`config.mk`:
```
export PLATFORM = sky130hd
export DESIGN_NAME = ald_decoder
export DESIGN_NICKNAME = d
export VERILOG_FILES = /design/src/ald_pkg.sv /design/src/ald_decoder.sv
export SDC_FILE = /design/constraint.sdc
export NUM_CORES = 1
export LEC_CHECK = 0
export BUFFER_PORTS_ARGS = -buffer_cell sky130_fd_sc_hd__clkbuf_2
export CAP_MARGIN = 5
export CORE_ASPECT_RATIO = 0.6
export CORE_MARGIN = 10
export CORE_UTILIZATION = 43
export DETAILED_ROUTE_END_ITERATION = 16
export GPL_ROUTABILITY_DRIVEN = 0
export PLACE_DENSITY = 0.72
export SLEW_MARGIN = 10
export SYNTH_ARGS = -nofsm -noshare
export SYNTH_HDL_FRONTEND = slang
export SYNTH_SLANG_ARGS = --single-unit
```
`constraint.sdc`:
```
create_clock -name i_mclk -period 1.7 [get_ports i_mclk]
set_input_delay 0.17 -clock i_mclk [delete_from_list [all_inputs] [get_ports i_mclk]]
set_output_delay 0.17 -clock i_mclk [all_outputs]
set_load 0.005 [all_outputs]
```
`src/ald_pkg.sv`:
```
package ald_pkg;

	// opcode patterns and masks of the accumulator load group
	localparam logic [7:0] OP_LOAD_ACC_IMM   = 8'h23;
	localparam logic [7:0] OP_LOAD_ACC_REG   = 8'hF8;
	localparam logic [7:0] MASK_REG          = 8'hF8;
	localparam logic [7:0] OP_LOAD_ACC_IND   = 8'hF0;
	localparam logic [7:0] MASK_IND          = 8'hFE;
	localparam logic [7:0] OP_LOAD_ACC_PSW   = 8'hC7;
	localparam logic [7:0] OP_LOAD_REG_IMM   = 8'hB8;

	// field positions inside an opcode
	localparam int         REG_SEL_MSB       = 2;
	localparam int         IND_SEL_BIT       = 0;

	// reset values
	localparam logic [7:0] ACC_RESET         = 8'h00;
	localparam logic [7:0] BYTE_ZERO         = 8'h00;
	localparam logic [2:0] REG_ZERO          = 3'h0;

	// fetch request toward the core: one program byte per machine cycle
	typedef struct packed {
		logic       valid;   // a byte is offered this cycle
		logic [7:0] data;    // program byte
	} ald_fetch_t;

	// register file write request
	typedef struct packed {
		logic       we;      // write strobe
		logic [2:0] sel;     // working register index
		logic [7:0] data;    // value written
	} ald_rf_wr_t;

endpackage : ald_pkg

```
`src/ald_decoder.sv`:
```
`timescale 1ns/1ps
module ald_decoder (
	input  wire logic              i_mclk,        // machine cycle clock
	input  wire logic              i_rst_n,       // synchronous reset, active low
	input  wire ald_pkg::ald_fetch_t i_fetch,     // program byte, one per machine cycle
	input  wire logic [7:0]        i_reg_rd_data, // working register read data
	input  wire logic [7:0]        i_mem_rd_data, // internal data memory read data
	input  wire logic [7:0]        i_program_status_word, // current status word
	output logic [2:0]             o_reg_rd_sel,  // working register read index
	output logic [7:0]             o_mem_addr,    // indirect data memory address
	output ald_pkg::ald_rf_wr_t    o_rf_wr,       // working register write
	output logic [7:0]             o_acc,         // accumulator
	output logic                   o_busy,        // second cycle of a two-byte form
	output logic                   o_done         // one pulse per completed instruction
);

	// sequencer states; ALD_IND covers both the register and the pointer read
	typedef enum logic [1:0] {
		ALD_IDLE,   // waiting for an opcode
		ALD_IND,    // register or data memory read completes here
		ALD_IMM     // waiting for the operand byte
	} ald_state_t;

	// sequencer state
	ald_state_t          state_reg;
	logic                imm_to_reg_reg;   // immediate goes to a working register
	logic [2:0]          imm_sel_reg;      // destination of the immediate
	logic                ind_read_reg;     // pending read goes through the pointer

	// result registers, each one drives one output
	logic [7:0]          acc_reg;          // accumulator
	logic [2:0]          rd_sel_reg;       // register read index
	ald_pkg::ald_rf_wr_t rf_wr_reg;        // register write request
	logic                done_reg;         // completion pulse
	logic                busy_reg;         // operand expected next
	logic [7:0]          mem_addr_reg;     // pointer value, informational

	// decode of the byte on the fetch path
	logic [7:0]          op;
	logic                is_acc_imm;
	logic                is_acc_reg;
	logic                is_acc_ind;
	logic                is_acc_psw;
	logic                is_reg_imm;

	// acceptance strobes shared by the processes below, all but the memory address
	logic                take_op;          // an opcode is accepted this cycle
	logic                take_imm;         // an operand byte is accepted
	logic                take_two;         // accepted opcode has an operand byte

	// opcode classification; only valid bytes in idle count as opcodes
	assign op         = i_fetch.data;
	assign is_acc_imm = (op == ald_pkg::OP_LOAD_ACC_IMM);
	assign is_acc_reg = ((op & ald_pkg::MASK_REG) == ald_pkg::OP_LOAD_ACC_REG);
	assign is_acc_ind = ((op & ald_pkg::MASK_IND) == ald_pkg::OP_LOAD_ACC_IND);
	assign is_acc_psw = (op == ald_pkg::OP_LOAD_ACC_PSW);
	assign is_reg_imm = ((op & ald_pkg::MASK_REG) == ald_pkg::OP_LOAD_REG_IMM);

	// acceptance: an opcode only in idle, an operand only while one is owed.
	// bytes offered during the read state are ignored, not queued
	assign take_op  = (state_reg == ALD_IDLE) && i_fetch.valid;
	assign take_imm = (state_reg == ALD_IMM) && i_fetch.valid;
	assign take_two = take_op && (is_acc_imm || is_reg_imm);

	// register read select: register rrr, or r0/r1 as pointer.
	// a registered select costs a cycle, so the register and pointer reads
	// complete on the edge after the opcode; that edge is still the single
	// machine cycle, as the fetch holds no new opcode until o_done
	always_ff @(posedge i_mclk) begin
		if (!i_rst_n) begin
			rd_sel_reg <= ald_pkg::REG_ZERO;
		end else if (take_op) begin
			if (is_acc_ind) begin
				rd_sel_reg <= {2'h0, op[ald_pkg::IND_SEL_BIT]};
			end else begin
				rd_sel_reg <= op[ald_pkg::REG_SEL_MSB:0];
			end
		end
	end

	// remembers whether the pending read is a pointer read; kept apart from
	// the select so the accumulator mux needs no second decode of the opcode
	always_ff @(posedge i_mclk) begin
		if (!i_rst_n) begin
			ind_read_reg <= 1'b0;
		end else if (take_op) begin
			ind_read_reg <= is_acc_ind;
		end
	end

	// sequencer
	always_ff @(posedge i_mclk) begin
		if (!i_rst_n) begin
			state_reg <= ALD_IDLE;
		end else begin
			case (state_reg)
				ALD_IDLE: begin
					if (take_two) begin
						state_reg <= ALD_IMM;
					end else if (take_op && (is_acc_reg || is_acc_ind)) begin
						state_reg <= ALD_IND;
					end
				end
				ALD_IND: begin
					state_reg <= ALD_IDLE;
				end
				ALD_IMM: begin
					// the sequencer waits as long as the operand is not offered
					if (i_fetch.valid) begin
						state_reg <= ALD_IDLE;
					end
				end
				default: begin
					state_reg <= ALD_IDLE;
				end
			endcase
		end
	end

	// destination of a pending immediate, captured with its opcode
	always_ff @(posedge i_mclk) begin
		if (!i_rst_n) begin
			imm_to_reg_reg <= 1'b0;
			imm_sel_reg    <= ald_pkg::REG_ZERO;
		end else if (take_two) begin
			imm_to_reg_reg <= is_reg_imm;
			imm_sel_reg    <= op[ald_pkg::REG_SEL_MSB:0];
		end
	end

	// accumulator; status flags are never written by this group
	always_ff @(posedge i_mclk) begin
		if (!i_rst_n) begin
			acc_reg <= ald_pkg::ACC_RESET;
		end else begin
			case (state_reg)
				ALD_IDLE: begin
					if (take_op && is_acc_psw) begin
						acc_reg <= i_program_status_word;
					end
				end
				ALD_IND: begin
					// memory data must already follow the pointer in this cycle
					if (ind_read_reg) begin
						acc_reg <= i_mem_rd_data;
					end else begin
						acc_reg <= i_reg_rd_data;
					end
				end
				ALD_IMM: begin
					if (i_fetch.valid && !imm_to_reg_reg) begin
						acc_reg <= i_fetch.data;
					end
				end
				default: begin
					acc_reg <= acc_reg;
				end
			endcase
		end
	end

	// working register write for the immediate form; sel and data run free,
	// only the strobe qualifies them, which saves enables on eleven bits
	always_ff @(posedge i_mclk) begin
		if (!i_rst_n) begin
			rf_wr_reg <= '0;
		end else begin
			rf_wr_reg.we   <= take_imm && imm_to_reg_reg;
			rf_wr_reg.sel  <= imm_sel_reg;
			rf_wr_reg.data <= i_fetch.data;
		end
	end

	// completion pulse, one per instruction
	always_ff @(posedge i_mclk) begin
		if (!i_rst_n) begin
			done_reg <= 1'b0;
		end else begin
			done_reg <= (state_reg == ALD_IND)
				|| take_imm
				|| (take_op && is_acc_psw);
		end
	end

	// memory address follows the pointer register read; it lags one cycle,
	// so the core decodes its own pointer for the read data
	always_ff @(posedge i_mclk) begin
		if (!i_rst_n) begin
			mem_addr_reg <= ald_pkg::BYTE_ZERO;
		end else begin
			mem_addr_reg <= i_reg_rd_data;
		end
	end

	// busy marks the first cycle in which the operand byte is owed
	always_ff @(posedge i_mclk) begin
		if (!i_rst_n) begin
			busy_reg <= 1'b0;
		end else begin
			busy_reg <= take_two;
		end
	end

	// every output comes straight from its flip-flop
	assign o_reg_rd_sel = rd_sel_reg;
	assign o_mem_addr   = mem_addr_reg;
	assign o_rf_wr      = rf_wr_reg;
	assign o_acc        = acc_reg;
	assign o_busy       = busy_reg;
	assign o_done       = done_reg;

endmodule : ald_decoder

```
==> qor.csv, run 1 <==
metric,value,unit
max-slew violation count,0,
cts bufs inserted,5,
"commonest non-fill, non-tap cell in the layout",clkbuf_2,
final setup fails,0,
cell area after layout,2300,um^2
worst vdd ir,0.000520,V
Critical Path End Type,flip-flop,
Cell variety after synth,33,
Setup Crit Path Kind,flip-flop to flip-flop,
worst slew pin tran,0.644,ns
first-pass GRT wire length,7780,um
fin crit period,1.68,ns
clock share of power,0.398,
Top Ports,68,
Flop pwr share,0.494,
Net Sw Frac,0.233,
Placeable Area,3760,um^2
RSZ-0062 raised after global routing,yes,
total track usage,0.134,
First-pass DRT Iterations,4,
post-synthesis xor/xnor area fraction,0,
Sequential Area,803,um^2
Synth Area in Compound Gates,0.155,
vias in the first global route,1517,
Starting Density,0.460,
PortBufs,67,
PwrDens,861,nW/um^2
Worst-Skew Late Latency,0.29,ns
share of the synthesized area in the top cell type,0.463,
Leakage Power,1.13,nW
"critical path, cell by cell",inv_2 -> ha_4 -> and4_4 -> nand4b_4 -> a221o_2 -> mux2i_1,
root buf cell,clkbuf_8,
chip width,102,um
Peak Freq,596,MHz
Worst Path Required,1.88,ns
deepest clock path buffer count,2,
initial antenna violation count,0,
Mean Syn Cell Area,10.0,um^2
ANT nets after route,0,
setup TNS,0,ns
area occupied by multi-input gates,878,um^2
run status,"finished, final reports clean",
die area,7050,um^2
critical path arrival,1.86,ns
Comb power frac,0.108,
Post-synth EDFFs,0,
row count,17,
Worst slew margin,0.570,
Yosys reg bits,40,
Post-CTS Hold Fix Bufs,0,
buffer and inverter count on the worst path,1,
Hold Path Class,input port to flip-flop,
post-synthesis adder-cell area fraction,0.0289,
Largest register FFs,12,
Via density,5.06,
max-cap viol count,0,
clock net sink count,40,
DRC,0,
Crit. Startpoint,state_reg[1],
final hold viol count,0,
GRT met2 Usage,0.210,
ys flop type,dfxtp_1,
post-synthesis sequential area ratio,0.463,
Initial DRC Count,79,
wire per inst,16.1,um
hold path start,i_reg_rd_data[2],
synth warn,0,
Die Y,69.1,um
most frequent cells in the layout,"clkbuf_2 (67), dfxtp_1 (38), and2_1 (21)",
Psw,0.000462,W
largest net degree at the start of global routing,40,
placed cell areas,2150,um^2
fraction of the mapped netlist area in simple logic gates,0.193,
via count,1503,
final setup skew,0.00383,ns
Worst R2R Setup Slack,0.02,ns
routed wire length,4780,um
Post-synth ARST share,0,
dpl hpwl,3690,um
reg2reg path depth,6,
crit-path max cell delay,0.52,ns
FF-to-FF Start,state_reg[1],
htree depth,2,
CP top delay family,compound AO/OA/AOI/OAI gates,
share of cells above drive strength 1,0.436,
multiplexer share of the synthesized area,0.118,
Netlist Area Pre-Place,1730,um^2
synth top area cells,"dfxtp_1 (46%), and2_1 (7.6%), mux2_2 (7.2%), mux2i_1 (4.6%), a22oi_1 (3.9%)",
Synth Instances,173,
Worst setup SP type,flip-flop,
largest family of logic cells by synthesized area,simple AND/OR/NAND/NOR gates,
Yosys top cell by area,dfxtp_1,
clock transition at the registers of the reported paths,0.08,ns
Crit Path Max Fanout,8,
Mapped Nets,212,
M1 GR Usage,0.172,
nets,288,
end of the critical path,o_acc[6],
GRT overflow,0,
CTS tree,yes,
crit share post-route,0.987,
"Slowest-stage cell, CP",a221o_2,
gr busiest metal,met2,
number of cells on the critical path,6,
Area Growth Syn to Fin,33.1,%
Pint,0.00152,W
reg2reg end,o_acc[6],
Global Route met3 Usage,0.0466,
diode count,0,
Fillers,340,
layout make-up:
type                       instances  area share
sequential                        40       0.349
multi-input combinational        119       0.381
timing repair buffer              81       0.191
clock inverter                     3      0.0201
clock buffer                       5      0.0299
tap                               47      0.0255
inverter                           2     0.00326
worst reg2reg max path, delay by kind of cell, from the launching register on:
family                   cells  cell delay, ns
AO/OA/AOI/OAI                1            0.52
adder cells (fa/ha/maj)      1            0.14
buffers and inverters        1            0.07
AND/OR/NAND/NOR              2            0.35
multiplexers                 1            0.16
flip-flops                   1            0.33
routing by layer:
| layer | up-vias | part of all wire |
|---|---|---|
| li1 | 752 | - |
| met1 | 691 | 0.45 |
| met2 | 55 | 0.45 |
| met3 | 5 | 0.092 |
| met4 | 0 | 0.0079 |
| met5 | - | 0 |
worst min-delay path by stage:
stage | endpoint | slack (ns) | cells past startpoint
after CTS | o_mem_addr[2] | 0.09 | 2
after global placement | o_mem_addr[3] | 0.38 | 2
final | o_mem_addr[2] | 0.09 | 2
after detailed placement | o_mem_addr[2] | 0.39 | 2
after global routing | o_mem_addr[6] | 0.1 | 2
after floorplan | o_mem_addr[0] | 0.29 | 1
cell usage after synthesis, types with 2 or more instances:
| master | n |
|---|---|
| nor2_1 | 5 |
| ha_1 | 4 |
| dfxtp_1 | 40 |
| mux2i_1 | 8 |
| inv_1 | 2 |
| a21o_1 | 8 |
| clkbuf_1 | 7 |
| a21oi_1 | 2 |
| buf_6 | 2 |
| and2_1 | 21 |
| nand3_1 | 4 |
| nand2_1 | 14 |
| a21boi_0 | 6 |
| a22oi_1 | 9 |
| and4b_1 | 2 |
| o21ai_0 | 12 |
| mux2_2 | 11 |
power by group through the flow:
| stage | Combinational, W | Sequential (W) | Clock (W) |
|---|---|---|---|
| 2_1_floorplan | 0.0000949 | 0.00100 | 0 |
| 3_3_place_gp | 0.000208 | 0.00100 | 0 |
| 3_5_place_dp | 0.000210 | 0.00100 | 0 |
| 4_1_cts | 0.000211 | 0.000979 | 0.000808 |
| 5_1_grt | 0.000238 | 0.000983 | 0.000853 |
| 6_report | 0.000214 | 0.000979 | 0.000789 |
cells by family (layout without fill, tap and decap cells):
| group | after synthesis | in the layout |
|---|---|---|
| and+or+nand+nor | 56 | 56 |
| AOI/OAI and AO/OA | 40 | 40 |
| DFF | 40 | 40 |
| muxes | 19 | 19 |
| buffers and inverters | 14 | 91 |
| adders and majority gates | 4 | 4 |
stage by stage:
stage / total power, W / instances / utilization / setup slack (ns) / hold WS [ns]
finish: 0.00198 / 297 / 0.612 / 0.0215 / 0.0891
global route: 0.00207 / 297 / 0.612 / -0.0438 / 0.0985
CTS: 0.00200 / 295 / 0.602 / 0.0199 / 0.0886
detailed placement: 0.00121 / 287 / 0.571 / -0.0434 / 0.394
global placement: 0.00121 / 287 / 0.571 / 0.0140 / 0.385
floorplan: 0.00110 / 173 / - / 0.0283 / 0.292
repair_timing:
action / 4_1_cts / 5_1_grt
endpoints found under the setup margin: 8 / 8
setup buffers: 0 / 2
cloned: 0 / 0
pin swaps: 0 / 2
gates resized for setup: 1 / 7
No activity file was read; power rests on OpenSTA's default activity.
==> inputs of run 2 (changes only) <==
SETUP_SLACK_MARGIN = 0.1   (was not set)
==> qor.csv, run 2 (synthesized netlist as in run 1, its figures left out) <==
metric,value,unit,change
run status,"finished, final reports clean",,
htree depth,2,,unchanged
Area Growth Syn to Fin,35.3,%,
Peak Freq,621,MHz,+4.2%
Die Y,69.1,um,unchanged
diode count,0,,unchanged
crit share post-route,0.948,,-0.0397
DRC,0,,unchanged
Leakage Power,1.15,nW,+2.2%
root buf cell,clkbuf_8,,
final hold viol count,0,,unchanged
GRT overflow,0,,unchanged
via count,1557,,+3.6%
share of cells above drive strength 1,0.447,,+0.0111
fin crit period,1.61,ns,-0.0676 ns
total track usage,0.133,,-0.00135
nets,293,,+1.7%
PwrDens,852,nW/um^2,-1.0%
routed wire length,4880,um,+1.9%
final setup skew,0.00367,ns,-0.000161 ns
clock transition at the registers of the reported paths,0.08,ns,about the same
RSZ-0062 raised after global routing,yes,,
cts bufs inserted,5,,unchanged
First-pass DRT Iterations,4,,unchanged
initial antenna violation count,0,,unchanged
chip width,102,um,unchanged
Worst Path Required,1.88,ns,about the same
Initial DRC Count,160,,+100%
first-pass GRT wire length,7510,um,-3.4%
Hold Path Class,input port to flip-flop,,
placed cell areas,2160,um^2,+0.70%
Post-CTS Hold Fix Bufs,0,,unchanged
"commonest non-fill, non-tap cell in the layout",clkbuf_2,,
deepest clock path buffer count,2,,unchanged
max-slew violation count,0,,unchanged
row count,17,,unchanged
worst vdd ir,0.000336,V,-35%
reg2reg path depth,6,,unchanged
Placeable Area,3760,um^2,unchanged
cell area after layout,2340,um^2,+1.6%
Critical Path End Type,flip-flop,,
Crit Path Max Fanout,8,,unchanged
Sequential Area,803,um^2,unchanged
Global Route met3 Usage,0.0397,,-0.00694
area occupied by multi-input gates,878,um^2,unchanged
Min-Delay Path Depth,2,,unchanged
Largest register FFs,12,,unchanged
wire per inst,16.1,um,+0.26%
setup TNS,0,ns,unchanged
Worst slew margin,0.619,,+0.0488
max-cap viol count,0,,unchanged
Top Ports,68,,unchanged
Worst-Skew Late Latency,0.30,ns,about the same
critical path arrival,1.80,ns,-0.06 ns
Starting Density,0.460,,unchanged
gr busiest metal,met2,,
Setup Crit Path Kind,flip-flop to flip-flop,,
Worst setup SP type,flip-flop,,
Final Core Density,0.622,,+0.00997
CTS tree,yes,,
most frequent cells in the layout,"clkbuf_2 (67), dfxtp_1 (38), and2_1 (21)",,
dpl hpwl,3750,um,+1.8%
die area,7050,um^2,unchanged
M1 GR Usage,0.178,,+0.00617
vias in the first global route,1540,,+1.5%
clock net sink count,40,,unchanged
largest net degree at the start of global routing,36,,-10%
Via density,5.16,,+1.9%
GRT met2 Usage,0.191,,-0.0198
final setup fails,0,,unchanged
Fillers,328,,-3.5%
worst slew pin tran,0.571,ns,-0.0732 ns
ANT nets after route,0,,unchanged
PortBufs,67,,unchanged
run 2: cell types whose count changed in the layout (fill, tap and decap cells not counted):
cell   before  now
buf_4      14   19
run 2: report_power, final:
| group | switching (W) | internal [W] | leakage (nW) | total [W] |
|---|---|---|---|---|
| Sequential | 0.0000114 | 0.000967 | 0.329 | 0.000979 |
| Combinational | 0.000104 | 0.000115 | 0.770 | 0.000218 |
| Clock | 0.000354 | 0.000442 | 0.0548 | 0.000796 |
run 2: repair_timing:
item | in CTS | in global routing
setup buffers | 4 | 3
pin swaps | 1 | 2
setup endpoints to repair | 8 | 8
hold endpoints to repair | 0 | 0
gates resized for setup | 1 | 1
run 2: area by class of cell:
cell class / count / share of cell area
multi-input combinational: 119 / 0.375
sequential: 40 / 0.343
timing repair buffer: 86 / 0.204
clock buffer: 5 / 0.0294
tap: 47 / 0.0251
clock inverter: 3 / 0.0198
inverter: 2 / 0.00321
run 2: worst paths after layout:
path,from,endpoint,slack [ns]
hold reg to reg,imm_sel_reg[2],o_rf_wr[10],0.45
hold / removal,i_reg_rd_data[0],o_mem_addr[0],0.08
setup / recovery,state_reg[0],o_acc[4],0.09
setup reg to reg,state_reg[0],o_acc[4],0.09
run 2: critical path, stage by stage, from the launching register on:
cell,delay [ns]
dfxtp_2,0.33
inv_2,0.07
ha_4,0.13
and4_4,0.22
nand4b_4,0.10
a221o_2,0.49
mux2i_1,0.16
run 2: routing by layer:
| layer | part of all wire | vias to the layer above | wire (um) |
|---|---|---|---|
| met4 | 0.016 | 0 | 76 |
| met3 | 0.084 | 8 | 411 |
| met2 | 0.42 | 60 | 2060 |
| met5 | 0 | - | 0 |
| li1 | - | 766 | - |
| met1 | 0.48 | 723 | 2330 |
run 2: per-stage QoR:
| step | hold WS [ns] | worst slack (ns) | total power (W) | std cells |
|---|---|---|---|---|
| after floorplan | 0.292 | 0.0843 | 0.00110 | 173 |
| after global placement | 0.385 | 0.0492 | 0.00121 | 287 |
| after detailed placement | 0.391 | 0.000479 | 0.00121 | 287 |
| after CTS | 0.0748 | 0.0595 | 0.00201 | 299 |
| after global routing | 0.0814 | 0.0281 | 0.00208 | 302 |
| final | 0.0794 | 0.0891 | 0.00199 | 302 |
==> inputs of run 3 (changes only) <==
REMOVE_ABC_BUFFERS = 1   (was not set)
==> qor.csv, run 3 (synthesized netlist as in run 1, its figures left out) <==
metric,value,unit,change
run status,"finished, final reports clean",,
Leakage Power,1.15,nW,about the same
htree depth,2,,unchanged
"critical path, cell by cell",inv_2 -> ha_4 -> and4_4 -> nand4b_4 -> a221o_2 -> mux2i_1,,
die area,7050,um^2,unchanged
First-pass DRT Iterations,4,,unchanged
CP top delay family,compound AO/OA/AOI/OAI gates,,
Die Y,69.1,um,unchanged
Worst-Skew Late Latency,0.29,ns,about the same
CTS tree,yes,,
Initial DRC Count,114,,-29%
clock transition at the registers of the reported paths,0.08,ns,about the same
PortBufs,67,,unchanged
crit-path max cell delay,0.49,ns,about the same
root buf cell,clkbuf_8,,
GRT overflow,0,,unchanged
vias in the first global route,1548,,+0.52%
chip width,102,um,unchanged
placed instance count,291,,+1.4%
Hold Path Class,input port to flip-flop,,
FF-to-FF Start,state_reg[1],,
Top Ports,68,,unchanged
DP Worst Slack,-0.0888,ns,-0.0893 ns
Via density,5.00,,-3.0%
Area Growth Syn to Fin,36.4,%,
final setup skew,0.00326,ns,-0.000411 ns
Min-Delay Path Depth,2,,unchanged
dpl hpwl,3800,um,+1.2%
critical path arrival,1.80,ns,about the same
share of cells above drive strength 1,0.457,,+0.00997
first-pass GRT wire length,7850,um,+4.4%
most frequent cells in the layout,"clkbuf_2 (67), dfxtp_1 (38), and2_1 (21)",,
largest net degree at the start of global routing,31,,-14%
Hold EP,o_mem_addr[3],,
final hold viol count,0,,unchanged
fin crit period,1.63,ns,+0.0180 ns
post-route insts no fill,303,,+0.33%
Worst slew margin,0.682,,+0.0628
Largest register FFs,12,,unchanged
worst vdd ir,0.000366,V,+8.9%
cts bufs inserted,5,,unchanged
max-cap viol count,0,,unchanged
hold path start,i_reg_rd_data[3],,
post-route setup slack,0.0711,ns,-0.0180 ns
deepest clock path buffer count,2,,unchanged
diode count,0,,unchanged
reg2reg end,o_acc[3],,
Placeable Area,3760,um^2,unchanged
DRC,0,,unchanged
setup TNS,0,ns,unchanged
row count,17,,unchanged
routed wire length,4880,um,about the same
wire per inst,16.1,um,-0.31%
RSZ-0062 raised after global routing,yes,,
final setup fails,0,,unchanged
ANT nets after route,0,,unchanged
Critical Path End Type,flip-flop,,
Crit Path Max Fanout,8,,unchanged
worst slew pin tran,0.477,ns,-0.0942 ns
reg2reg path depth,6,,unchanged
PwrDens,832,nW/um^2,-2.3%
"Slowest-stage cell, CP",a221o_2,,
total track usage,0.136,,+0.00340
Worst Path Required,1.87,ns,about the same
buffer and inverter count on the worst path,1,,unchanged
"commonest non-fill, non-tap cell in the layout",clkbuf_2,,
Final Core Density,0.627,,+0.00498
max-slew violation count,0,,unchanged
crit share post-route,0.958,,+0.0106
Setup Crit Path Kind,flip-flop to flip-flop,,
Starting Density,0.460,,unchanged
via count,1516,,-2.6%
Worst R2R Setup Slack,0.07,ns,-0.02 ns
initial antenna violation count,0,,unchanged
hold_ws,0.0944,ns,+0.0150 ns
Peak Freq,614,MHz,-1.1%
clock net sink count,40,,unchanged
Worst setup SP type,flip-flop,,
nets,294,,+0.34%
[run 3: changes by cell type in the layout (fill, tap and decap cells not counted), sizes merged]
| cell | change |
|---|---|
| inv | -1 |
| clkinv | +1 |
| buf | +1 |
[run 3: how the worst max path moves through the flow]
| stage | endpoint | depth (start not counted) | startpoint | slack, ns |
|---|---|---|---|---|
| 4_1_cts | o_acc[4] | 6 | state_reg[1] | 0.06 |
| 3_3_place_gp | o_acc[1] | 6 | state_reg[0] | -0.01 |
| 5_1_grt | o_acc[0] | 6 | state_reg[0] | 0.01 |
| 3_5_place_dp | o_acc[4] | 6 | state_reg[1] | -0.09 |
| 2_1_floorplan | o_acc[0] | 6 | state_reg[0] | -0.10 |
| 6_report | o_acc[3] | 6 | state_reg[1] | 0.07 |
[run 3: per-stage QoR]
step                area [um^2]  power, W
global placement           2180   0.00122
finish                     2360   0.00196
floorplan                  1660   0.00108
CTS                        2340   0.00198
global route               2360   0.00204
detailed placement         2180   0.00122
[run 3: timing repair]
action | 4_1_cts | 5_1_grt
endpoints found under the setup margin | 11 | 13
buffers inserted | 3 | 2
gates resized for setup | 8 | 4
hold buffers | 0 | 0
pin swaps | 2 | 3
[run 3: final cells by class]
| cell class | count | area, um^2 |
|---|---|---|
| Clock buffer | 5 | 68.8 |
| Inverter | 2 | 7.51 |
| Tap cell | 47 | 58.8 |
| Clock inverter | 3 | 42.5 |
| Sequential cell | 40 | 803 |
| Timing Repair Buffer | 87 | 485 |
| Multi-Input combinational cell | 119 | 893 |
| Fill cell | 320 | 1410 |
[run 3: report_power, final]
group / internal [W] / total (W) / switching, W
Clock: 0.000434 / 0.000761 / 0.000327
Sequential: 0.000968 / 0.000979 / 0.0000110
Combinational: 0.000118 / 0.000224 / 0.000107
Total: 0.00152 / 0.00196 / 0.000445
[run 3: layer usage]
metal,wire [um],vias up,track usage
li1,-,766,-
met1,2410,687,0.182
met2,1970,61,0.193
met3,483,2,0.0665
met4,8,0,0.0216
met5,0,-,0
